[src/pkg/eeiu_regs.vh]
// Constants for the enclave event interaction unit
// Assumes inclusion by the single design file under logic/
//
// What this block does
// - Enclave instructions in management mode fault undefined
// - Management interrupt, no dual monitor: exit, mark save map
// - Dual monitor: exit, flag exit reason and interruptibility
// - Saved interrupted flag set only by enclave exits
// - Restart outside virtualization: exit, reset, boot or wait
// - Restart in root operation is blocked
// - Restart in non-root: exit, VM exit flagged
// - Startup message inside enclave is discarded
// - Unblocked restart clears enclave mode; outside virtualization it also sets run state
// - DMA to reserved processor memory is rejected
// - Implicit cached accesses skip access page check
// - Explicit enclave access on access page page-faults
// - Redirected enclave access becomes access VM exit
// - Physical accesses reaching page cache get abort-page
// - Fetch range check precedes access page check
// - Secure launch leaves fault undefined inside enclave
// - Responder in enclave at launch entry: exit, wait
// - Responder pauses during launch exit, then resumes
// - Read-only status register at 500h, lock and threshold
// - Successful enclave instruction sets lock, gates modules
`ifndef EEIU_REGS_VH
`define EEIU_REGS_VH

// ==========================================
// Register map
`define EEIU_STATUS_ADDR       32'h0000_0500
`define EEIU_LOCK_BIT          0
`define EEIU_THRESH_LSB        16
`define EEIU_THRESH_MSB        23
`define EEIU_SAVE_MAP_OFFSET   16'h7ee0
`define EEIU_SAVE_MAP_INT_BIT  1

// ==========================================
// Fault codes
`define EEIU_FLT_NONE          3'h0
`define EEIU_FLT_UNDEF         3'h1
`define EEIU_FLT_GPF           3'h2
`define EEIU_FLT_PAGE          3'h3
`define EEIU_FLT_ABORT         3'h4
`define EEIU_FLT_APIC_EXIT     3'h5

// ==========================================
// Processor run states
`define EEIU_ST_RUN            2'h0
`define EEIU_ST_WAIT_STARTUP   2'h1
`define EEIU_ST_PAUSED         2'h2

`endif

[src/logic/eeiu_enclave_event_unit.v]
// Enclave event interaction unit: exits, access checks, status register
// Assumes single-cycle event pulses from core logic on clk
`timescale 1ns/10ps
`include "eeiu_regs.vh"

module eeiu_enclave_event_unit #(
  parameter THRESH_W = 8
) (
  // Clock, reset, enable
  input  wire                clk,
  input  wire                srst,
  input  wire                ce,
  // Processor mode
  input  wire                enclaveEnter,
  input  wire                enclaveLeave,
  input  wire                mgmtMode,
  input  wire                dualMonitor,
  input  wire                virtOn,
  input  wire                virtRoot,
  input  wire                bootProc,
  input  wire                safeModePresent,
  input  wire [THRESH_W-1:0] versionThreshold,
  // Platform events, one-cycle pulses except launchExitBusy, a level
  input  wire                mgmtIrq,
  input  wire                softRestart,
  input  wire                startupMsg,
  input  wire                launchEntry,
  input  wire                launchExitBusy,
  // Instruction issue
  input  wire                instValid,
  input  wire                instEnclave,
  input  wire                instSecureLaunch,
  input  wire                instOk,
  input  wire                moduleLaunch,
  input  wire [THRESH_W-1:0] moduleVersion,
  // Memory access check
  input  wire                accValid,
  input  wire                accImplicit,
  input  wire                accExplicit,
  input  wire                accFetch,
  input  wire                accInRange,
  input  wire                accOnApicPage,
  input  wire                accRedirect,
  input  wire                accPhysical,
  input  wire                accInPageCache,
  input  wire                accDma,
  input  wire                accReserved,
  // Status register read port
  input  wire                regRead,
  input  wire [31:0]         regAddr,
  output reg  [63:0]         regRdata,
  output reg                 regHit,
  // Results
  output reg                 insideEnclave,
  output reg                 asyncExit,
  output reg                 mgmtEntry,
  output reg                 mgmtVmExit,
  output reg                 restartVmExit,
  output reg                 powerOnInit,
  output reg                 fwInit,
  output reg  [1:0]          runState,
  output reg                 saveMapIntFlag,
  output reg                 exitReasonIntFlag,
  output reg                 guestIntrFlag,
  output reg  [2:0]          instFault,
  output reg  [2:0]          accFault,
  output reg                 dmaReject,
  output reg                 launchShutdown,
  output reg                 lockBit
);

  // ==========================================
  // Event decode
  wire inEnc       = insideEnclave;
  wire smiExit     = mgmtIrq & inEnc;
  wire rstBlocked  = virtOn & virtRoot;
  wire rstExit     = softRestart & inEnc & ~rstBlocked;
  wire launchExitE = launchEntry & inEnc;
  wire anyExit     = smiExit | rstExit | launchExitE;

  function [2:0] inst_check;
    input mm;
    input enc;
    input isEnc;
    input isLaunch;
    begin
      inst_check = `EEIU_FLT_NONE;
      if (mm && isEnc) begin
        inst_check = `EEIU_FLT_UNDEF;
      end
      if (enc && isLaunch) begin
        inst_check = `EEIU_FLT_UNDEF;
      end
    end
  endfunction

  // Status address decode, shared by hit and data
  function status_hit;
    input        rd;
    input [31:0] a;
    begin
      status_hit = rd && (a == `EEIU_STATUS_ADDR);
    end
  endfunction

  reg [2:0] next_accFault;
  always @* begin
    next_accFault = `EEIU_FLT_NONE;
    if (accValid) begin
      if (inEnc && accFetch && !accInRange) begin
        next_accFault = `EEIU_FLT_GPF;
      end else if (accImplicit) begin
        next_accFault = `EEIU_FLT_NONE;
      end else if (accExplicit && accOnApicPage) begin
        next_accFault = `EEIU_FLT_PAGE;
      end else if ((inEnc || instEnclave) && accRedirect) begin
        next_accFault = `EEIU_FLT_APIC_EXIT;
      end else if (accPhysical && accInPageCache) begin
        next_accFault = `EEIU_FLT_ABORT;
      end
    end
  end

  // ==========================================
  // State
  always @(posedge clk) begin
    if (srst) begin
      insideEnclave     <= 1'b0;
      asyncExit         <= 1'b0;
      mgmtEntry         <= 1'b0;
      mgmtVmExit        <= 1'b0;
      restartVmExit     <= 1'b0;
      powerOnInit       <= 1'b0;
      fwInit            <= 1'b0;
      runState          <= `EEIU_ST_RUN;
      saveMapIntFlag    <= 1'b0;
      exitReasonIntFlag <= 1'b0;
      guestIntrFlag     <= 1'b0;
      instFault         <= `EEIU_FLT_NONE;
      accFault          <= `EEIU_FLT_NONE;
      dmaReject         <= 1'b0;
      launchShutdown    <= 1'b0;
      lockBit           <= 1'b0;
      regRdata          <= 64'h0;
      regHit            <= 1'b0;
    end else if (ce) begin
      asyncExit     <= anyExit;
      mgmtEntry     <= 1'b0;
      mgmtVmExit    <= 1'b0;
      restartVmExit <= 1'b0;
      powerOnInit   <= 1'b0;
      fwInit        <= 1'b0;
      instFault     <= instValid ?
                       inst_check(mgmtMode, inEnc, instEnclave, instSecureLaunch) :
                       `EEIU_FLT_NONE;
      accFault      <= next_accFault;
      dmaReject     <= accDma & accReserved;
      if (anyExit || enclaveLeave) begin
        insideEnclave <= 1'b0;
      end else if (enclaveEnter) begin
        insideEnclave <= 1'b1;
      end
      // Non-enclave interrupt clears the three flags; set takes priority
      if (mgmtIrq) begin
        saveMapIntFlag    <= 1'b0;
        exitReasonIntFlag <= 1'b0;
        guestIntrFlag     <= 1'b0;
      end
      if (smiExit) begin
        if (!dualMonitor) begin
          mgmtEntry      <= 1'b1;
          saveMapIntFlag <= 1'b1;
        end else begin
          mgmtVmExit        <= 1'b1;
          exitReasonIntFlag <= 1'b1;
          guestIntrFlag     <= 1'b1;
        end
      end
      if (rstExit) begin
        if (!virtOn) begin
          powerOnInit <= 1'b1;
          fwInit      <= bootProc;
          runState    <= bootProc ? `EEIU_ST_RUN : `EEIU_ST_WAIT_STARTUP;
        end else begin
          restartVmExit     <= 1'b1;
          exitReasonIntFlag <= 1'b1;
        end
      end else begin
        case (runState)
          `EEIU_ST_RUN: begin
            if (launchExitE) begin
              runState <= `EEIU_ST_WAIT_STARTUP;
            end else if (inEnc && launchExitBusy) begin
              runState <= `EEIU_ST_PAUSED;
            end
          end
          `EEIU_ST_WAIT_STARTUP: begin
            if (startupMsg && !inEnc) begin
              runState <= `EEIU_ST_RUN;
            end
          end
          `EEIU_ST_PAUSED: begin
            if (!launchExitBusy) begin
              runState <= `EEIU_ST_RUN;
            end
          end
          default: begin
            runState <= `EEIU_ST_RUN;
          end
        endcase
      end
      // no write path, only reset clears
      if (instValid && instEnclave && instOk &&
          inst_check(mgmtMode, inEnc, instEnclave, instSecureLaunch) == `EEIU_FLT_NONE) begin
        lockBit <= 1'b1;
      end
      launchShutdown <= moduleLaunch & lockBit & safeModePresent &
                        (moduleVersion < versionThreshold);
      regHit   <= status_hit(regRead, regAddr);
      regRdata <= 64'h0;
      if (status_hit(regRead, regAddr)) begin
        regRdata[`EEIU_LOCK_BIT] <= lockBit;
        if (safeModePresent) begin
          regRdata[`EEIU_THRESH_MSB:`EEIU_THRESH_LSB] <= versionThreshold[7:0];
        end
      end
    end
  end

endmodule

[config.mk]
export PLATFORM = sky130hd
export DESIGN_NAME = eeiu_enclave_event_unit
export DESIGN_NICKNAME = d
export VERILOG_FILES = /design/src/logic/eeiu_enclave_event_unit.v
export VERILOG_INCLUDE_DIRS = /design/src /design/src/pkg
export SDC_FILE = /design/constraint.sdc
export NUM_CORES = 1
export LEC_CHECK = 0
export BUFFER_PORTS_ARGS = -buffer_cell sky130_fd_sc_hd__buf_2
export CORE_ASPECT_RATIO = 1.1
export CORE_MARGIN = 2
export CORE_UTILIZATION = 25
export DETAILED_ROUTE_END_ITERATION = 10
export GPL_TIMING_DRIVEN = 0
export PLACE_DENSITY = 0.59
export SLEW_MARGIN = 20
export SYNTH_ARGS = -nofsm -noshare
export SYNTH_HDL_FRONTEND = slang
export SYNTH_SLANG_ARGS = --single-unit
[constraint.sdc]
create_clock -name clk -period 2.7 [get_ports clk]
set_clock_uncertainty 0.05 [all_clocks]
set_input_delay 0.54 -clock clk [delete_from_list [all_inputs] [get_ports clk]]
set_output_delay 0.54 -clock clk [all_outputs]
set_load 0.1 [all_outputs]
* Yosys cells after proc, flatten, opt, wreduce, memory -nomap -nowiden *
Cells that the tools add are included.

word-level totals
  flip-flop bits (word level) = 31
  input bits = 81
  output and inout bits = 86
  word-level logic and storage cells = 106

cells by class
  order comparisons = 1
  equal/unequal tests = 7
  mux-type cells = 45
  bitwise logic cells = 12
  reductions and logical operators = 23

operators by type and width
  cell                                                                count
  32-bit by 11-bit == test with 1-bit output (second input constant)  1
  3-bit two-way mux                                                   10
  1-bit two-way mux                                                   26
  8-bit two-way mux                                                   2
  1-bit logical AND                                                   13
  2-bit two-way mux                                                   6
  1-bit AND                                                           9
  8-bit < comparator                                                  1
  3-bit inequality test (second input constant)                       2
  2-bit case mux with 3 select lines                                  1
  5-bit AND reduction                                                 1
  4-bit inequality test (second input constant)                       1
  2-bit AND reduction                                                 2
  3-bit logical NOT                                                   1
  2-bit by 1-bit == test with 1-bit output (second input constant)    1
  2-bit == test (second input constant)                               1
  1-bit logical NOT                                                   2
  2-bit logical NOT                                                   1
  1-bit logical OR                                                    2
  2-bit inequality test (second input constant)                       1
  1-bit bitwise OR                                                    2
  2-bit nonzero test                                                  1
  1-bit NOT                                                           1

* Longest topological paths before layout *
Gate-level depths: netlist of run 1.

  depth after elaboration = 8
  mapped depth = 6
  depth with buffers taken out = 6

* Worst setup path after synthesis of run 1 *
No wires, ideal clock.

  path type = flip-flop to flip-flop
  from = register insideEnclave
  to = register runState[1]
  setup time = 92 ps
  arrival = 1989 ps
  data required time = 2558 ps
  setup slack = 568 ps
  cell stages (with the launch flop) = 5
  cell sequence = dfxtp_1 > o21ai_0 > or3_1 > a2111o_1 > o32ai_1

on the way
  word-level cells in the longest chain between the ends = 4
  elaborated cells between the ends (all ways) = 14
  those cells by class = eq/ne (4); mux (3); bitwise (3); reduce/logical (4)

RTL lines
  what                                                                       RTL line                       text
  from (decl)                                                                eeiu_enclave_event_unit.v:54   output reg insideEnclave,
  from (signal assigned)                                                     eeiu_enclave_event_unit.v:128  insideEnclave <= 1'b0;
  from (signal assigned)                                                     eeiu_enclave_event_unit.v:159  insideEnclave <= 1'b0;
  from (signal assigned)                                                     eeiu_enclave_event_unit.v:161  insideEnclave <= 1'b1;
  1-bit AND (tied with other cells) (2 in series)                            eeiu_enclave_event_unit.v:77   wire rstExit = softRestart & inEnc & ~rstBlocked;
  4-bit inequality test (no source line) (tied with other cells)             --
  5-bit AND reduction (no source line) or 2-bit two-way mux (tied branches)  --
  to (signal assigned)                                                       eeiu_enclave_event_unit.v:135  runState <= `EEIU_ST_RUN;
  to (signal assigned)                                                       eeiu_enclave_event_unit.v:183  runState <= bootProc ? `EEIU_ST_RUN : `EEIU_ST_WAIT_STARTUP;
  to (signal assigned)                                                       eeiu_enclave_event_unit.v:192  runState <= `EEIU_ST_WAIT_STARTUP;
  to (decl)                                                                  eeiu_enclave_event_unit.v:61   output reg [1:0] runState,

Several ways; a longest one is shown, not always the timed one.
A chain may end at the register's enable or synchronous reset.

==> impl_metrics.tcl, run 1 <==
set metrics [dict create \
    post-synth-top-count-cell "buf_4" \
    critical_path_buf_inv_count 3 \
    reg2regPathDepth 4 \
    yosysWarnings 0 \
    p_total_mw 1.45 \
    first_pass_iters 4 \
    postCtsSetupBuffers 0 \
    slowest_stage "clkbuf_1" \
    clock-root-buffer "clkbuf_8" \
    whs_endpoint "regRdata[0]$_SDFFE_PP0P_" \
    io_pins 167 \
    drt_iter0_drc 37 \
    die_height_um 95.6 \
    layout_min_cycle_time_ps 1780 \
    synth_area_leaders "dfxtp_1 (30%), buf_4 (22%), ha_1 (4.6%)" \
    grt_pass1_wl_um 8360 \
    start_util_pct 25.7 \
    drcViolationCount 0 \
    largest_reg_flops 9 \
    ys_seq_elements 29 \
    overflow 0 \
    cts_resized 0 \
    grt_pass1_vias 1851 \
    cp_top_family "buffers and inverters" \
    maxSlewViolCount 0 \
    num_vias 2014 \
    final_nets 488 \
    r2r_start "insideEnclave$_SDFFE_PP0P_" \
    ant_nets 0 \
    area_growth_pct 50.6 \
    grt_max_degree 11 \
    r2r_end "runState[1]$_SDFFE_PP0P_" \
    wl_um 5280 \
    hold_buffers 0 \
    synth_largest_area_cell "dfxtp_1" \
    rsz0062_at_grt "false" \
    grt_antenna_before_repair 0 \
    cts_tree "done" \
    largestRegisters "regRdata x9, accFault x3, runState x2" \
    tns_ps 0 \
    setup_violations 0 \
    synth_edf_count 0 \
    slew_headroom_pct 56.7 \
    clkTransAtPathRegs_ps 60 \
    arrival_ps 1940 \
    h-tree-depth 2 \
    slowest_delay_ps 470 \
    synth_commonest_cells "buf_4 (57), dfxtp_1 (29), nand2_1 (22)" \
    rows 33 \
    synth_flop_cell "dfxtp_1" \
    synth.avg_cell_area_um2 8.37 \
    required_ps 2860 \
    grt.total_usage_pct 12.6 \
    hold_viol 0 \
    p_leak_nw 1.60 \
    endpoint_kind "flop" \
    fin_util_pct 38.7 \
    worstMarginPinSlew_ps 647 \
    clock_tree.buffer_depth 2 \
    path_common_cell "clkbuf_1" \
    yosys.area.top_type_share_pct 30.4 \
    drive_gt1_share_pct 45.4 \
    hold_depth 2 \
    wl_per_cell_um 10.8 \
    path_class "in -> reg" \
    min_from "regRdata[0]$_SDFFE_PP0P_" \
    fmax_mhz 561 \
    die-area_um2 8350 \
    synth_cell_types 43 \
    syn_inst 228 \
    outcome "completed" \
    cts_buffers 5 \
    hold_path.class "reg -> reg" \
    place.gp.congestion 0.857 \
    dr_wl_met3_um 502 \
    powerDensity_nw_per_um2 506 \
    worstPathCellList "buf_2, clkbuf_1, clkbuf_1, nand4_1, a21oi_1" \
    regMostFlops "regRdata" \
    nFillCells 794 \
    yosysSeqAreaShare_pct 30.4 \
    met2_length_um 2480 \
    drv_cap 0 \
    regToRegSetupSlack_ps 1130 \
    critPathMaxFanout 10 \
    placement.io_buffers 109 \
    peakVddDrop_mv 0.180 \
    finalCritPeriodShare_pct 66.0 \
    via_per_inst 4.13 \
    top_layer_used "met4" \
    clk_latency_ps 280 \
    wl_met1_um 2210 \
    core_area_um2 7430 \
    async_flop_share_pct 0 \
    die_w_um 87.3 \
    hpwl_um 4420 \
    start_kind "input port" \
    clkSinkCount 29 \
    synth_area_um2 1910 \
    antenna_cells 0 \
    crit_cells 5 \
]
[logic make-up after synthesis]
family | count (synthesis) | share of synthesized area (%)
and+or+nand+nor | 61 | 19.0
buffers and inverters | 78 | 26.6
adders and majority gates | 7 | 4.59
AOI/OAI and AO/OA | 51 | 18.7
muxes | 1 | 0.525
DFF | 29 | 30.4
other | 1 | 0.197
[power by group]
| part | leakage (nW) | switching, mW | internal (mW) |
|---|---|---|---|
| combinational | 1.31 | 0.483 | 0.133 |
| sequential | 0.235 | 0.00608 | 0.436 |
| clock | 0.0542 | 0.166 | 0.230 |
| total | 1.60 | 0.655 | 0.799 |
[layer usage]
layer,GRT usage (%),vias to the layer above
met5,0,-
met4,3.97,0
met3,3.81,9
met2,21.6,103
met1,15.0,866
li1,-,1036
[through the flow]
stage	hold WS, ps	worst slack, ps	cell area [um^2]	instances
floorplan	616	568	2120	284
global placement	382	591	2770	480
detailed placement	397	602	2770	480
CTS	406	896	2870	488
global route	424	784	2870	488
finish	404	918	2870	488
[cell type report]
type	count	area (um^2)	share of cell area, %
buffer	63	450	15.7
clock buffer	7	96.3	3.35
clock inverter	1	5.00	0.174
inverter	15	56.3	1.96
multi-input combinational	177	1030	35.9
sequential	29	581	20.2
tap	87	109	3.79
timing repair buffer	109	546	19.0
[cells in the final DEF, fill, tap and decap left out, types with 2 or more instances in the layout]
cell type / count
buf_2: 109
buf_4: 57
conb_1: 57
dfxtp_1: 29
nand2_1: 22
inv_1: 15
a21oi_1: 13
a22o_1: 9
nor2_1: 8
ha_1: 7
clkbuf_8: 7
clkbuf_1: 6
o21ai_0: 6
nand3_1: 5
nor4_1: 5
nand2b_1: 4
a31oi_1: 4
a211o_1: 3
nand4_1: 3
o2111ai_1: 2
a311oi_1: 2
nor3_1: 2
or3_1: 2
a32oi_1: 2
[how the worst max path moves through the flow]
stage,startpoint,to,slack [ps]
2_1_floorplan,insideEnclave$_SDFFE_PP0P_,runState[1]$_SDFFE_PP0P_,570
4_1_cts,ce,mgmtVmExit$_SDFFE_PP0P_,900
3_5_place_dp,ce,mgmtVmExit$_SDFFE_PP0P_,600
5_1_grt,ce,exitReasonIntFlag$_SDFFE_PP0P_,780
6_report,ce,mgmtVmExit$_SDFFE_PP0P_,920
3_3_place_gp,ce,mgmtVmExit$_SDFFE_PP0P_,590
[tightest hold or removal path, stage by stage, from the launching register on]
cell and delay, ps:
dfxtp_1 310, nand2_1 50, o21ai_1 50
No activity file was read; power rests on OpenSTA's default activity.
==> run 2, diff against run 1 <==
PLACE_DENSITY = 0.61   (was 0.59)
clock period = 1.5 ns   (was 2.7 ns; I/O delays follow)
==> impl_metrics.tcl, run 2 (same netlist as run 1, synthesis figures left out) <==
set metrics [dict create \
    grt_pass1_vias 1750 \
    seq_area_um2 588 \
    area_growth_pct 55.1 \
    drive_gt1_share_pct 48.6 \
    worstMarginPinSlew_ps 704 \
    rows 33 \
    p_total_mw 2.55 \
    grt-busiest-layer "met2" \
    holdWs_ps 192 \
    layout_min_cycle_time_ps 1460 \
    required_ps 1640 \
    grt_use_met1_pct 13.1 \
    arrival_ps 1590 \
    setup_violations 0 \
    hold_buffers 0 \
    grt_pass1_wl_um 7510 \
    io_pins 167 \
    start_kind "flop" \
    clock-root-buffer "clkbuf_8" \
    p_leak_nw 1.63 \
    regMostFlops "regRdata" \
    clock_tree.buffer_depth 2 \
    final_nets 490 \
    met3_usage_pct 3.90 \
    largestRegisters "regRdata x9, accFault x3, runState x2" \
    path_class "reg -> reg" \
    maxSlewViolCount 0 \
    first_pass_iters 4 \
    clkSinkCount 29 \
    peakVddDrop_mv 0.308 \
    hold_path.class "in -> reg" \
    regToRegSetupSlack_ps 40 \
    die_w_um 87.3 \
    num_vias 2003 \
    endpoint_kind "flop" \
    startpoint "insideEnclave$_SDFFE_PP0P_" \
    drv_cap 0 \
    die-area_um2 8350 \
    clkTransAtPathRegs_ps 70 \
    r2r_end "runState[1]$_SDFFE_PP0P_" \
    layout_common_cells "buf_2 (109), buf_4 (59), conb_1 (57)" \
    place_area_um2 2840 \
    final_common_cell "buf_2" \
    h-tree-depth 2 \
    antenna_cells 0 \
    r2r_start "insideEnclave$_SDFFE_PP0P_" \
    cts_buffers 5 \
    wl_um 5120 \
    core_area_um2 7430 \
    drt_iter0_drc 41 \
    via_per_inst 4.09 \
    multi_input_area_um2 1100 \
    grt_max_degree 11 \
    finalCritPeriodShare_pct 97.1 \
    critPathCapture "runState[1]$_SDFFE_PP0P_" \
    hpwl_um 4290 \
    ant_nets 0 \
    cts_tree "done" \
    overflow 0 \
    slew_headroom_pct 52.9 \
    grt.total_usage_pct 11.3 \
    hold_viol 0 \
    place.gp.congestion 0.815 \
    wl_per_cell_um 10.4 \
    powerDensity_nw_per_um2 860 \
    clk_latency_ps 270 \
    outcome "completed" \
    met2_usage_pct 19.3 \
    largest_reg_flops 9 \
    reg2regPathDepth 4 \
    critPathMaxFanout 5 \
    drcViolationCount 0 \
    die_height_um 95.6 \
    placement.io_buffers 109 \
    design_area_um2 2960 \
    grt_antenna_before_repair 0 \
    start_util_pct 25.7 \
    fmax_mhz 686 \
    nFillCells 774 \
]
==> run 2: cell count changes in the layout (fill, tap and decap cells not counted), moves of 3 or more <==
| cell | delta |
|---|---|
| nor4_1 | -4 |
| dfxtp_2 | +3 |
| dfxtp_1 | -4 |
| nor4_4 | +3 |
==> run 2: final cells by class <==
cell class | instances | share of cell area, %
Buffer | 62 | 15.2
Clock buffer | 6 | 2.45
Clock inverter | 2 | 0.338
Inverter | 15 | 1.90
Multi-Input combinational cell | 177 | 37.3
Sequential cell | 29 | 19.9
Tap cell | 87 | 3.68
Timing Repair Buffer | 112 | 19.3
==> run 2: worst min-delay path by stage <==
stage	start	end	slack (ps)	depth (start not counted)
finish	versionThreshold[3]	regRdata[19]$_SDFFE_PP0P_	190	2
global route	versionThreshold[2]	regRdata[18]$_SDFFE_PP0P_	180	2
CTS	versionThreshold[2]	regRdata[18]$_SDFFE_PP0P_	180	2
detailed placement	regRdata[0]$_SDFFE_PP0P_	regRdata[0]$_SDFFE_PP0P_	390	2
global placement	regRdata[0]$_SDFFE_PP0P_	regRdata[0]$_SDFFE_PP0P_	380	2
floorplan	versionThreshold[1]	regRdata[17]$_SDFFE_PP0P_	370	1
==> run 2: timing repair <==
action	4_1_cts	5_1_grt
gates cloned	0	0
buffers inserted	3	0
endpoints found under the setup margin	12	13
hold endpoints to repair	0	0
resized for setup	1	6
pin swaps	1	5
==> run 2: metrics by stage <==
| step | setup WS [ps] | util [%] | cells | TNS [ps] |
|---|---|---|---|---|
| after floorplan | -119 | - | 284 | -541 |
| after CTS | 42.7 | 39.6 | 490 | 0 |
| after detailed placement | -354 | 38.2 | 480 | -7180 |
| after global placement | -345 | 38.2 | 480 | -6690 |
| final | 43.2 | 39.8 | 490 | 0 |
| after global routing | -4.74 | 39.8 | 490 | -4.74 |
==> run 2: critical path: stages, from the launching register on <==
cell	delay, ps
dfxtp_4	370
o21ai_1	70
or3_4	390
a2111o_1	380
o32ai_2	110
==> run 2: per-layer routing <==
layer / vias up / share of wire (%)
met5: - / 0
met3: 7 / 9.6
met2: 94 / 49
met4: 0 / 1.2
li1: 1036 / -
met1: 866 / 40
==> run 2: where the power goes <==
part | leakage [nW] | switching, mW | internal, mW | total (mW)
Clock | 0.0450 | 0.296 | 0.321 | 0.617
Sequential | 0.237 | 0.0114 | 0.784 | 0.796
Combinational | 1.35 | 0.882 | 0.251 | 1.13
